`src/sbc_pkg.sv`:
```
// Shared constants and types for the standby command handler.
package sbc_pkg;

	// ----------------------------------------------------------------
	// Register map
	// ----------------------------------------------------------------
	localparam logic [3:0] ADDR_SECT_CNT = 4'h2;
	localparam logic [3:0] ADDR_DRV_HEAD = 4'h6;
	localparam logic [3:0] ADDR_CMD_STAT = 4'h7;
	localparam logic [3:0] ADDR_ERR = 4'h1;
	localparam logic [3:0] ADDR_IRQ_STAT = 4'h8;
	localparam logic [3:0] ADDR_IRQ_MASK = 4'h9;
	localparam logic [3:0] ADDR_PWR_STAT = 4'hA;
	localparam logic [3:0] ADDR_TMO_VAL = 4'hB;

	// ----------------------------------------------------------------
	// Command codes
	// ----------------------------------------------------------------
	localparam logic [7:0] CMD_STBY_TMR = 8'hE2;
	localparam logic [7:0] CMD_STBY_TMR_ALT = 8'h96;
	localparam logic [7:0] CMD_STBY_NOW = 8'hE0;
	localparam logic [7:0] CMD_STBY_NOW_ALT = 8'h94;

	// ----------------------------------------------------------------
	// Field positions and reset values
	// ----------------------------------------------------------------
	localparam int DRV_SEL_BIT = 4;
	localparam int ERR_ABRT_BIT = 2;
	localparam int IRQ_DONE_BIT = 0;
	localparam int IRQ_AUTO_BIT = 1;
	localparam int IRQ_READY_BIT = 2;
	localparam logic [7:0] RST_SECT_CNT = 8'h01;
	localparam logic [7:0] RST_DRV_HEAD = 8'hA0;
	localparam logic [7:0] RST_TMO_VAL = 8'h00;
	localparam logic [2:0] RST_IRQ_MASK = 3'h0;

	// ----------------------------------------------------------------
	// Timeout table
	// ----------------------------------------------------------------
	localparam logic [7:0] TMO_SHORT_MAX = 8'hF0;
	localparam logic [7:0] TMO_LONG_MAX = 8'hFB;
	localparam logic [7:0] TMO_V252 = 8'hFC;
	localparam logic [7:0] TMO_V253 = 8'hFD;
	localparam logic [7:0] TMO_V254 = 8'hFE;
	localparam logic [14:0] TMO_STEP_S = 15'd5;
	localparam logic [14:0] TMO_HALF_HOUR_S = 15'd1800;
	localparam logic [14:0] TMO_252_S = 15'd1260;
	localparam logic [14:0] TMO_253_S = 15'd28800;
	localparam logic [14:0] TMO_254_S = 15'd1270;
	localparam logic [14:0] TMO_255_S = 15'd1275;

	// ----------------------------------------------------------------
	// Timing
	// ----------------------------------------------------------------
	localparam int CLK_HZ = 10_000_000;
	localparam int SECOND_S = 1;
	localparam int SEC_CYCLES = CLK_HZ * SECOND_S;

	// ----------------------------------------------------------------
	// Types
	// ----------------------------------------------------------------
	typedef enum logic [1:0] {
		PWR_STBY,
		PWR_SPIN_UP,
		PWR_IDLE,
		PWR_SPIN_DN
	} sbc_pwr_e;

	typedef struct packed {
		logic wr;
		logic rd;
		logic [3:0] addr;
		logic [7:0] wdata;
	} sbc_req_s;

endpackage

```
`src/sbc_top.sv`:
```
// Standby command handler with automatic power-down timer.
//
// Design decisions made here: strobed register access and the register offsets.
`timescale 1ns/1ns
module sbc_top #(
	parameter int TICK_CYCLES = sbc_pkg::SEC_CYCLES, // Cycles per second.
	parameter logic DRIVE_ID = 1'b0 // Drive select bit this unit answers.
) (
	input wire logic core_clk, // 10 MHz clock.
	input wire logic nrst, // Asynchronous reset, active low.
	input wire sbc_pkg::sbc_req_s req, // Register access request.
	input wire logic motor_at_speed, // Spindle at operating speed.
	input wire logic motor_stopped, // Spindle fully stopped.
	output logic [7:0] rdata_ff, // Read data, cycle after the read.
	output logic motor_on_ff, // Spindle run command.
	output logic media_go_ff, // Pulse: media command may proceed.
	output logic standby_ff, // Drive is in standby.
	output logic irq_ff // Level interrupt.
);
	import sbc_pkg::*;

	// ----------------------------------------------------------------
	// Reset synchroniser
	// ----------------------------------------------------------------
	logic rst_meta_ff;
	logic rst_n_ff;

	// Releases reset two clocks after nrst rises.
	// Only the second flop feeds the design; the first may go metastable.
	always_ff @(posedge core_clk or negedge nrst) begin
		if (!nrst) begin
			rst_meta_ff <= 1'b0;
			rst_n_ff <= 1'b0;
		end else begin
			rst_meta_ff <= 1'b1;
			rst_n_ff <= rst_meta_ff;
		end
	end

	// ----------------------------------------------------------------
	// Decode
	// ----------------------------------------------------------------
	logic [7:0] sect_cnt_ff;
	logic [7:0] drv_head_ff;
	logic [7:0] tmo_val_ff;
	logic [7:0] err_ff;
	logic err_flag_ff;
	logic [2:0] irq_stat_ff;
	logic [2:0] irq_mask_ff;
	logic media_pend_ff;
	logic [14:0] secs_left_ff;
	logic [31:0] presc_ff;
	sbc_pwr_e pwr_ff;
	sbc_pwr_e nxt_pwr;

	wire logic cmd_wr = req.wr && (req.addr == ADDR_CMD_STAT);
	wire logic is_tmr = (req.wdata == CMD_STBY_TMR) ||
		(req.wdata == CMD_STBY_TMR_ALT);
	wire logic is_now = (req.wdata == CMD_STBY_NOW) ||
		(req.wdata == CMD_STBY_NOW_ALT);
	wire logic selected = drv_head_ff[DRV_SEL_BIT] == DRIVE_ID;
	wire logic stby_cmd = cmd_wr && (is_tmr || is_now) && selected;
	wire logic tmr_cmd = cmd_wr && is_tmr && selected;
	wire logic bad_sel = cmd_wr && (is_tmr || is_now) && !selected;
	wire logic media_cmd = cmd_wr && !(is_tmr || is_now) && selected;
	// Any read or write is host access and restarts the countdown.
	wire logic host_access = req.wr || req.rd;
	wire logic tmr_enabled = tmo_val_ff != 8'h00;
	// The prescaler turns clock cycles into one-second ticks; it restarts
	// with every access, so a restart always grants whole seconds.
	wire logic tick = presc_ff == 32'(TICK_CYCLES - 1);
	wire logic auto_expire = (pwr_ff == PWR_IDLE) && tmr_enabled &&
		!media_pend_ff && (secs_left_ff == 15'h0000) && !host_access;
	wire logic spun_up = (pwr_ff == PWR_SPIN_UP) && motor_at_speed;

	// Timeout value to seconds.
	// Values above the half-hour range are fixed special intervals.
	function automatic logic [14:0] tmo_secs(input logic [7:0] v);
		logic [14:0] w;
		w = {7'h00, v};
		if (v <= TMO_SHORT_MAX)
			tmo_secs = 15'(w * TMO_STEP_S);
		else if (v <= TMO_LONG_MAX)
			tmo_secs = 15'((w - 15'd240) * TMO_HALF_HOUR_S);
		else if (v == TMO_V252)
			tmo_secs = TMO_252_S;
		else if (v == TMO_V253)
			tmo_secs = TMO_253_S;
		else if (v == TMO_V254)
			tmo_secs = TMO_254_S;
		else
			tmo_secs = TMO_255_S;
	endfunction

	wire logic [14:0] full_secs = tmo_secs(tmo_val_ff);

	// ----------------------------------------------------------------
	// Power state machine
	// ----------------------------------------------------------------

	// Standby commands and timeouts spin down; media commands spin up.
	always_comb begin
		nxt_pwr = pwr_ff;
		unique case (pwr_ff)
			PWR_STBY: begin
				if (media_cmd)
					nxt_pwr = PWR_SPIN_UP;
			end
			PWR_SPIN_UP: begin
				if (stby_cmd)
					nxt_pwr = PWR_SPIN_DN;
				else if (motor_at_speed)
					nxt_pwr = PWR_IDLE;
			end
			PWR_IDLE: begin
				if (stby_cmd || auto_expire)
					nxt_pwr = PWR_SPIN_DN;
			end
			PWR_SPIN_DN: begin
				if (media_cmd)
					nxt_pwr = PWR_SPIN_UP;
				else if (motor_stopped)
					nxt_pwr = PWR_STBY;
			end
		endcase
	end

	// State, spindle command and standby flag.
	always_ff @(posedge core_clk or negedge rst_n_ff) begin
		if (!rst_n_ff) begin
			pwr_ff <= PWR_STBY;
			motor_on_ff <= 1'b0;
			standby_ff <= 1'b1;
		end else begin
			pwr_ff <= nxt_pwr;
			motor_on_ff <= (nxt_pwr == PWR_SPIN_UP) ||
				(nxt_pwr == PWR_IDLE);
			standby_ff <= (nxt_pwr == PWR_STBY) ||
				(nxt_pwr == PWR_SPIN_DN);
		end
	end

	// A media command waits until the spindle is at speed.
	// A standby command drops a pending media command, so no go pulse
	// can escape while the spindle is being stopped.
	always_ff @(posedge core_clk or negedge rst_n_ff) begin
		if (!rst_n_ff) begin
			media_pend_ff <= 1'b0;
			media_go_ff <= 1'b0;
		end else begin
			media_go_ff <= (media_cmd && pwr_ff == PWR_IDLE) ||
				(spun_up && media_pend_ff && !stby_cmd);
			if (stby_cmd || spun_up)
				media_pend_ff <= 1'b0;
			else if (media_cmd && pwr_ff != PWR_IDLE)
				media_pend_ff <= 1'b1;
		end
	end

	// ----------------------------------------------------------------
	// Power-down timer
	// ----------------------------------------------------------------

	// Counts whole seconds only while idle; any access reloads it.
	always_ff @(posedge core_clk or negedge rst_n_ff) begin
		if (!rst_n_ff) begin
			presc_ff <= 32'h00000000;
			secs_left_ff <= 15'h0000;
		end else if (host_access || pwr_ff != PWR_IDLE) begin
			presc_ff <= 32'h00000000;
			secs_left_ff <= full_secs;
		end else if (tick) begin
			presc_ff <= 32'h00000000;
			if (secs_left_ff != 15'h0000)
				secs_left_ff <= secs_left_ff - 15'd1;
		end else begin
			presc_ff <= presc_ff + 32'd1;
		end
	end

	// ----------------------------------------------------------------
	// Task-file registers
	// ----------------------------------------------------------------

	// Host-written registers and the stored timeout.
	// The timed standby copies the count as it stood before the command.
	always_ff @(posedge core_clk or negedge rst_n_ff) begin
		if (!rst_n_ff) begin
			sect_cnt_ff <= RST_SECT_CNT;
			drv_head_ff <= RST_DRV_HEAD;
			tmo_val_ff <= RST_TMO_VAL;
			irq_mask_ff <= RST_IRQ_MASK;
		end else begin
			if (req.wr && req.addr == ADDR_SECT_CNT)
				sect_cnt_ff <= req.wdata;
			if (req.wr && req.addr == ADDR_DRV_HEAD)
				drv_head_ff <= req.wdata;
			if (req.wr && req.addr == ADDR_IRQ_MASK)
				irq_mask_ff <= req.wdata[2:0];
			if (tmr_cmd)
				tmo_val_ff <= sect_cnt_ff;
		end
	end

	// Error result: only abort can be reported.
	always_ff @(posedge core_clk or negedge rst_n_ff) begin
		if (!rst_n_ff) begin
			err_ff <= 8'h00;
			err_flag_ff <= 1'b0;
		end else if (stby_cmd || bad_sel) begin
			err_ff <= {5'h00, bad_sel, 2'h0};
			err_flag_ff <= bad_sel;
		end
	end

	// ----------------------------------------------------------------
	// Interrupts
	// ----------------------------------------------------------------
	// Events: bit 0 command done, bit 1 auto standby, bit 2 spun up.
	wire logic [2:0] irq_set = {spun_up, auto_expire, stby_cmd || bad_sel};
	wire logic irq_rd = req.rd && req.addr == ADDR_IRQ_STAT;

	// Sticky events; a read clears, a new event in that cycle wins.
	always_ff @(posedge core_clk or negedge rst_n_ff) begin
		if (!rst_n_ff) begin
			irq_stat_ff <= 3'h0;
			irq_ff <= 1'b0;
		end else begin
			irq_stat_ff <= (irq_rd ? 3'h0 : irq_stat_ff) | irq_set;
			irq_ff <= |(((irq_rd ? 3'h0 : irq_stat_ff) | irq_set) &
				irq_mask_ff);
		end
	end

	// ----------------------------------------------------------------
	// Read port
	// ----------------------------------------------------------------
	// The seek-complete bit drops only while the spindle is ramping up.
	wire logic dsc = pwr_ff != PWR_SPIN_UP;
	wire logic [7:0] stat_val = {1'b0, 1'b1, 1'b0, dsc, 1'b0, 1'b0, 1'b0,
		err_flag_ff};
	wire logic [7:0] rd_mux =
		(req.addr == ADDR_CMD_STAT) ? stat_val :
		(req.addr == ADDR_ERR) ? err_ff :
		(req.addr == ADDR_SECT_CNT) ? sect_cnt_ff :
		(req.addr == ADDR_DRV_HEAD) ? drv_head_ff :
		(req.addr == ADDR_IRQ_STAT) ? {5'h00, irq_stat_ff} :
		(req.addr == ADDR_IRQ_MASK) ? {5'h00, irq_mask_ff} :
		(req.addr == ADDR_PWR_STAT) ? {6'h00, pwr_ff} :
		(req.addr == ADDR_TMO_VAL) ? tmo_val_ff : 8'h00;

	// Read data stand only in the cycle after the strobe.
	always_ff @(posedge core_clk or negedge rst_n_ff) begin
		if (!rst_n_ff)
			rdata_ff <= 8'h00;
		else
			rdata_ff <= req.rd ? rd_mux : 8'h00;
	end

	// ----------------------------------------------------------------
	// Checks
	// ----------------------------------------------------------------
	// Decode, timeout storage, timer, power state, media and status checks; all idle during reset.
	chk_tmr_load_value: assert property (@(posedge core_clk)
		disable iff (!rst_n_ff) tmr_cmd |=> tmo_val_ff == $past(sect_cnt_ff))
		else $error("timeout not loaded from sector count");
	chk_now_keeps_tmo: assert property (@(posedge core_clk)
		disable iff (!rst_n_ff) (stby_cmd && !tmr_cmd) |=> $stable(tmo_val_ff))
		else $error("immediate standby changed timeout");
	chk_stby_spins_dn: assert property (@(posedge core_clk)
		disable iff (!rst_n_ff) (stby_cmd && pwr_ff == PWR_IDLE) |=>
		pwr_ff == PWR_SPIN_DN && !motor_on_ff)
		else $error("standby did not spin down");
	chk_stopped_stays: assert property (@(posedge core_clk)
		disable iff (!rst_n_ff) (stby_cmd && pwr_ff == PWR_STBY) |=>
		pwr_ff == PWR_STBY && standby_ff)
		else $error("standby on stopped spindle left standby");
	chk_count_idle: assert property (@(posedge core_clk)
		disable iff (!rst_n_ff) (pwr_ff != PWR_IDLE) |=>
		secs_left_ff == $past(full_secs))
		else $error("countdown ran outside idle");
	chk_access_reload: assert property (@(posedge core_clk)
		disable iff (!rst_n_ff) (host_access && !tmr_cmd) |=>
		secs_left_ff == $past(full_secs))
		else $error("access did not restart countdown");
	chk_auto_standby: assert property (@(posedge core_clk)
		disable iff (!rst_n_ff) auto_expire |=> pwr_ff == PWR_SPIN_DN
		##0 irq_stat_ff[IRQ_AUTO_BIT])
		else $error("expiry did not enter standby");
	chk_no_auto_off: assert property (@(posedge core_clk)
		disable iff (!rst_n_ff) (pwr_ff == PWR_IDLE && !tmr_enabled &&
		!stby_cmd) |=> pwr_ff == PWR_IDLE)
		else $error("zero timeout expired");
	chk_media_waits: assert property (@(posedge core_clk)
		disable iff (!rst_n_ff) media_go_ff |-> motor_on_ff && $past(
		pwr_ff == PWR_IDLE || motor_at_speed))
		else $error("media command before speed");
	chk_status_bits: assert property (@(posedge core_clk)
		disable iff (!rst_n_ff) (req.rd && req.addr == ADDR_CMD_STAT) |=>
		rdata_ff[7] == 1'b0 && rdata_ff[6] && rdata_ff[5] == 1'b0 &&
		rdata_ff[2] == 1'b0 && rdata_ff[0] == err_ff[ERR_ABRT_BIT])
		else $error("completion status bits wrong");
	chk_long_table: assert property (@(posedge core_clk)
		disable iff (!rst_n_ff) (tmo_val_ff == TMO_LONG_MAX) |->
		full_secs == 15'd19800)
		else $error("long timeout table wrong");
	chk_decode_alt: assert property (@(posedge core_clk)
		disable iff (!rst_n_ff) (cmd_wr && selected && req.wdata == 8'h96)
		|-> tmr_cmd)
		else $error("alternate timed code not decoded");
	chk_decode_now: assert property (@(posedge core_clk)
		disable iff (!rst_n_ff) (cmd_wr && selected && req.wdata == 8'h94)
		|-> stby_cmd && !tmr_cmd)
		else $error("alternate immediate code not decoded");

	// Interrupt status and completion flags.
	chk_irq_level: assert property (@(posedge core_clk)
		disable iff (!rst_n_ff) irq_ff == |(irq_stat_ff & $past(irq_mask_ff)))
		else $error("interrupt line does not follow status");
	chk_done_irq: assert property (@(posedge core_clk)
		disable iff (!rst_n_ff) (stby_cmd || bad_sel) |=>
		irq_stat_ff[IRQ_DONE_BIT])
		else $error("command completion not flagged");
	chk_ready_irq: assert property (@(posedge core_clk)
		disable iff (!rst_n_ff) spun_up |=> irq_stat_ff[IRQ_READY_BIT] &&
		pwr_ff != PWR_SPIN_UP)
		else $error("spin-up completion not flagged");

	// Error, standby, read port and timeout table behaviour.
	chk_abort_keeps: assert property (@(posedge core_clk)
		disable iff (!rst_n_ff) bad_sel |=> err_ff[ERR_ABRT_BIT] &&
		err_ff[7:3] == 5'h00 && err_ff[1:0] == 2'h0 && $stable(tmo_val_ff))
		else $error("deselected standby did not abort");
	chk_standby_motor: assert property (@(posedge core_clk)
		disable iff (!rst_n_ff) pwr_ff == PWR_STBY |-> standby_ff &&
		!motor_on_ff)
		else $error("standby with spindle running");
	chk_rdata_idle: assert property (@(posedge core_clk)
		disable iff (!rst_n_ff) !req.rd |=> rdata_ff == 8'h00)
		else $error("read data outside its cycle");
	chk_short_table: assert property (@(posedge core_clk)
		disable iff (!rst_n_ff) (tmo_val_ff == 8'hF0) |->
		full_secs == 15'h04B0)
		else $error("short timeout table wrong");

	// Media commands and spin-down completion against the spindle state.
	chk_media_pend: assert property (@(posedge core_clk)
		disable iff (!rst_n_ff) (media_cmd && pwr_ff == PWR_STBY) |=>
		media_pend_ff && motor_on_ff && !media_go_ff)
		else $error("media command in standby not held");
	chk_idle_media_go: assert property (@(posedge core_clk)
		disable iff (!rst_n_ff) (media_cmd && pwr_ff == PWR_IDLE) |=>
		media_go_ff && pwr_ff == PWR_IDLE)
		else $error("media command in idle not passed on");
	chk_spin_dn_stop: assert property (@(posedge core_clk)
		disable iff (!rst_n_ff) (pwr_ff == PWR_SPIN_DN && motor_stopped &&
		!media_cmd) |=> pwr_ff == PWR_STBY && standby_ff)
		else $error("stopped spindle did not reach standby");

endmodule

```
`config.mk`:
```
export PLATFORM = sky130hd
export DESIGN_NAME = sbc_top
export DESIGN_NICKNAME = d
export VERILOG_FILES = /design/src/sbc_pkg.sv /design/src/sbc_top.sv
export SDC_FILE = /design/constraint.sdc
export NUM_CORES = 1
export LEC_CHECK = 0
export BUFFER_PORTS_ARGS = -buffer_cell sky130_fd_sc_hd__buf_2
export CAP_MARGIN = 40
export CORE_UTILIZATION = 30
export CTS_CLUSTER_SIZE = 14
export DETAILED_ROUTE_END_ITERATION = 16
export GPL_TIMING_DRIVEN = 0
export PLACE_DENSITY = 0.52
export SETUP_SLACK_MARGIN = 0.2
export SYNTH_ARGS = -nofsm -noshare
export SYNTH_HDL_FRONTEND = slang
export SYNTH_SLANG_ARGS = --single-unit
```
`constraint.sdc`:
```
create_clock -name core_clk -period 6.9 [get_ports core_clk]
set_clock_uncertainty 0.2 [all_clocks]
set_input_delay 0.345 -clock core_clk [delete_from_list [all_inputs] [get_ports core_clk]]
set_output_delay 0.345 -clock core_clk [all_outputs]
set_load 0.05 [all_outputs]
```
Word-level counts from Yosys, hierarchy flattened
Cells that the tools add are included.
{ "totals": {"register_bits": 95, "out_inout_bits": 12, "wordCells": 126} }
{ "classes": {"addsub": 3, "mul": 2, "order_cmp": 2, "eq_ne": 24, "muxes": 29, "bitwise_logic": 3, "reduce_logical": 46} }
{ "op_table": {"columns": ["operator", "n"], "rows": [
  ["$mux 15", 7],
  ["$mux 8", 9],
  ["$mux 32", 2],
  ["$eq 8x8->1 const B", 7],
  ["$add 32x1->32 const B", 1],
  ["$eq 32x24->1 const B", 1],
  ["$logic_and 1x1->1", 21],
  ["$eq 4x4->1 const B", 4],
  ["$le 8x8->1 const B", 2],
  ["$logic_not 15->1", 1],
  ["$mul 15x8->12 const B", 1],
  ["$reduce_bool 15->1", 1],
  ["$sub 15x1->15 const B", 1],
  ["$mux 2", 6],
  ["$logic_or 1x1->1", 11],
  ["$mul 8x3->11 const B", 1],
  ["$sub 8x8->9 const B", 1],
  ["$eq 2x2->1 const B", 4],
  ["$eq 4x3->1 const B", 2],
  ["$pmux 2 s4", 1],
  ["$reduce_bool 8->1", 1],
  ["$reduce_bool 2->1", 3],
  ["$eq 2x1->1 const B", 2],
  ["$eq 4x1->1 const B", 1],
  ["other kinds (13)", 18]
]} }

Logic depth before layout (Yosys ltp)
{ "logic_depth": {"ltp_word": 10, "mapped_depth": 15, "depth_no_buf": 15} }

Worst setup path before layout
OpenSTA, ideal clock, no wires.
{ "synth_timing": {"kind": "register -> register", "startpoint": "register tmo_val_ff[1]", "endpoint": "register secs_left_ff[14]", "setup_ps": 87, "arrival_ps": 3585, "required_ps": 6613, "path_slack_ps": 3028, "path_stages_with_launch": 14, "path_buffers": 0, "synth_period_minus_slack_ps": 3872, "cell_sequence": "dfrtp_1 inv_1 fa_1 inv_1 ha_1 fa_1 ha_1 fa_1 a21o_1 a21oi_1 xnor2_1 xnor2_1 o21ai_0 a22oi_1"} }
{ "synth_between": {"elab_chain_cells": 6, "elab_cells_between_ends": 11, "cone_classes": "add/sub (1); mul (1); order compare (2); eq/ne (2); mux (5)"} }
{ "synth_lines": {"columns": ["element", "line_no", "source"], "rows": [
  ["start, declared", "sbc_top.sv:45", "logic [7:0] tmo_val_ff;"],
  ["start signal, assigned", "sbc_top.sv:201", "tmo_val_ff <= sect_cnt_ff;"],
  ["branches (longest 4 deep; another with $mul 15x8->12)", null, null],
  ["$mux 15 (*)", "sbc_top.sv:81", "if (v <= TMO_SHORT_MAX)"],
  ["$mux 15 (*)", "sbc_top.sv:169", "end else if (host_access || pwr_ff != PWR_IDLE) begin"],
  ["end signal, assigned", "sbc_top.sv:171", "secs_left_ff <= full_secs;"],
  ["end signal, assigned", "sbc_top.sv:175", "secs_left_ff <= secs_left_ff - 15'd1;"],
  ["end, declared", "sbc_top.sv:51", "logic [14:0] secs_left_ff;"]
]} }
Mark *: on every way between the ends.
A chain may end at the register's enable or synchronous reset.

Worst setup path after layout
Ends and elaborated chain as after synthesis.

==> results.cfg <==
[outcome]
outcome = complete, no violations

[final_layout]
layout.cells.non_filler = 900
n_antenna_cell = 0
drive_above_1_share = 0.141
syn_to_final_growth_pct = 14.3
finalNetCount = 701

[yosys]
synth.distinct_cells = 64
ys.flop_type = dfrtp_1
syn-mean-instance-area_um2 = 9.89
synth_edf_count = 0
synthTopCellsByArea = dfrtp_1 (39%), ha_1 (8.5%), mux2_2 (5.4%), xor2_1 (5.4%), nor2_1 (3.9%)
synth_top_area_cell = dfrtp_1
ys_ff_latch = 95
syn_nets = 661
yosysSeqAreaShare = 0.405
synthArstFlopShare = 1.00
syn-cell-area_um2 = 5880
syn_inst = 595
yosysTopAreaCellShare = 0.387
synth_warnings = 0

[power]
p_leak_nw = 3.05
p_per_area_nw_per_um2 = 234
ir_drop_mv = 0.153

[placed_design]
portBuffers = 26
dp_cells = 883
dp_slack_ns = 2.53
dp_hpwl_um = 10400
place_congestion = 0.795

[timing]
maxSlewHeadroom = 0.461
whs_ns = 0.0619
rsz0062_at_grt = no
final.min_clock_period_ns = 4.38
max_freq_ghz = 0.228
min_period_over_period = 0.634
worst_slack_ns = 2.52
tns_ns = 0
hold_violations = 0
slew_violations = 0
setup_viol = 0
worst_pin_slew_ns = 0.802

[floorplan]
die_h_um = 142
die_area_um2 = 20200
pin_count = 30
die_w_um = 142
initial_core_util = 0.310
rows = 50
core_um2 = 19000

[clocking]
clock-sinks = 95
hold_buffers = 1
cts_resized = 0
cts_buffers = 9
cts_tree = done
cts_buffer_depth = 2
clock_latency_ns = 0.35
clk_pin_slew_ns = 0.06
post_cts_buffers = 0
cts_root_buf = clkbuf_16
htree_levels = 3

[detailed_routing]
via_count = 4539
drc_errors = 0
drt_pass1_iterations = 4
wl_per_cell_um = 15.2
initialDrtViolationCount = 192
routed_via_density = 5.04
totalWireLength_um = 13700
ant_nets = 0

[setup_path]
r2r-end = secs_left_ff[14]$_DFFE_PN0P_
endpoint_kind = register
cp-start-kind = register
r2r_slack_ns = 2.52
critPathMaxFanout = 9
cp_data_required_time_ns = 6.97
criticalPathCategory = reg -> reg
arrival_ns = 4.44
r2r_start = tmo_val_ff[1]$_DFFE_PN0P_
reg2reg_depth = 13

[job]
maxCapViolCount = 0

[global_routing]
grt_pass1_vias = 4583
globalRoute.totalOverflow = 0
grt_max_degree = 66
grt_usage = 0.146
antenna_found_initial = 0
grt_pass1_wl_um = 23300

[hold_path]
hold_path.class = reg -> async
==> cell families after synthesis <==
family	share of synthesized area
fa+ha+maj	0.112
xor+xnor	0.0878
other cells	0.000637
compound gates	0.115
buf+inv	0.0349
simple gates	0.182
flops	0.405
mux	0.0625
==> through the flow <==
step	power (W)	instance area (µm²)	util
after floorplan	0.000929	5880	-
after global placement	0.00101	6340	0.334
after detailed placement	0.00102	6380	0.336
after CTS	0.00159	6720	0.355
after global routing	0.00165	6720	0.355
final	0.00157	6720	0.355
==> registers in the layout, indices dropped and copies added, names as in the netlist, 2 cells and up <==
| register | flops |
|---|---|
| presc_ff | 32 |
| irq_stat_ff | 3 |
| secs_left_ff | 15 |
| rdata_ff | 8 |
| irq_mask_ff | 3 |
| tmo_val_ff | 8 |
| drv_head_ff | 8 |
| sect_cnt_ff | 8 |
| pwr_ff | 2 |
==> worst max-delay path, stage by stage, from the launching register on <==
cell	delay, ns
dfrtp_1	0.62
inv_1	0.18
fa_1	0.55
inv_1	0.04
ha_1	0.30
fa_1	0.47
ha_1	0.35
fa_1	0.47
a21o_1	0.19
a21oi_1	0.21
xnor2_1	0.12
xnor2_1	0.26
o21ai_0	0.12
a22oi_1	0.19
==> cell type report <==
| class | count | area (µm²) |
|---|---|---|
| fillers | 1883 | 12200 |
| multi-input cells | 448 | 3300 |
| flip-flops and latches | 95 | 2390 |
| well taps | 260 | 325 |
| clock buffers | 10 | 229 |
| repair buffers | 29 | 173 |
| clock inverters | 6 | 109 |
| plain buffers | 25 | 104 |
| inverters | 27 | 101 |
==> where the power goes <==
group	total [W]	internal (W)	switching, W
Clock	0.000559	0.000353	0.000206
Sequential	0.000676	0.000626	0.0000504
Combinational	0.000338	0.000134	0.000204
==> layout by cell type (no fill, tap or decap), types with 11 or more instances in the layout <==
| cell type | netlist | layout |
|---|---|---|
| clkbuf_1 | 20 | 21 |
| nor3_1 | 13 | 13 |
| inv_1 | 27 | 27 |
| xnor2_1 | 23 | 23 |
| mux2_2 | 28 | 28 |
| ha_1 | 40 | 40 |
| nor4_1 | 14 | 14 |
| dfrtp_1 | 91 | 90 |
| nand2_1 | 36 | 36 |
| nor2_1 | 61 | 61 |
| a211oi_1 | 11 | 11 |
| nand3_1 | 20 | 20 |
| a21oi_1 | 26 | 26 |
| o21ai_0 | 19 | 19 |
| xor2_1 | 36 | 36 |
| buf_2 | 1 | 28 |
==> worst max-delay path by stage <==
stage | start | to | slack [ns] | cells after the start
after floorplan | tmo_val_ff[1]$_DFFE_PN0P_ | secs_left_ff[14]$_DFFE_PN0P_ | 3.03 | 13
after global placement | tmo_val_ff[1]$_DFFE_PN0P_ | secs_left_ff[14]$_DFFE_PN0P_ | 2.56 | 13
after detailed placement | tmo_val_ff[2]$_DFFE_PN0P_ | secs_left_ff[14]$_DFFE_PN0P_ | 2.53 | 13
after CTS | tmo_val_ff[1]$_DFFE_PN0P_ | secs_left_ff[14]$_DFFE_PN0P_ | 2.50 | 13
after global routing | tmo_val_ff[2]$_DFFE_PN0P_ | secs_left_ff[14]$_DFFE_PN0P_ | 2.21 | 13
final | tmo_val_ff[1]$_DFFE_PN0P_ | secs_left_ff[14]$_DFFE_PN0P_ | 2.52 | 13
==> metal layers <==
layer	share of wire	vias to the layer above	GRT usage
met3	0.031	28	0.0252
met2	0.48	89	0.243
met1	0.47	2225	0.191
met5	0	-	0
li1	-	2197	-
met4	0.020	0	0.0526
==> cell usage after synthesis (2+ instances only) <==
| cell | count |
|---|---|
| a211oi_1 | 11 |
| a21o_1 | 8 |
| a21oi_1 | 26 |
| a221oi_1 | 2 |
| a22oi_1 | 8 |
| a2bb2oi_1 | 2 |
| a31o_2 | 2 |
| a32o_1 | 3 |
| and2_1 | 8 |
| and3_1 | 10 |
| and4_1 | 4 |
| buf_1 | 2 |
| clkbuf_1 | 20 |
| dfrtp_1 | 91 |
| dfstp_2 | 4 |
| fa_1 | 8 |
| ha_1 | 40 |
| inv_1 | 27 |
| mux2_2 | 28 |
| mux2i_1 | 3 |
| nand2_1 | 36 |
| nand2b_1 | 3 |
| nand3_1 | 20 |
| nand4_1 | 9 |
| nor2_1 | 61 |
| nor2b_1 | 5 |
| nor3_1 | 13 |
| nor4_1 | 14 |
| nor4b_1 | 3 |
| nor4bb_1 | 2 |
| o211ai_1 | 2 |
| o21ai_0 | 19 |
| o21bai_1 | 2 |
| o22a_1 | 2 |
| o22ai_1 | 3 |
| o31ai_1 | 3 |
| or2_2 | 2 |
| or3_1 | 4 |
| or4_1 | 2 |
| or4_4 | 2 |
| xnor2_1 | 23 |
| xor2_1 | 36 |
Note: power is estimated with default switching activity, not from simulation.
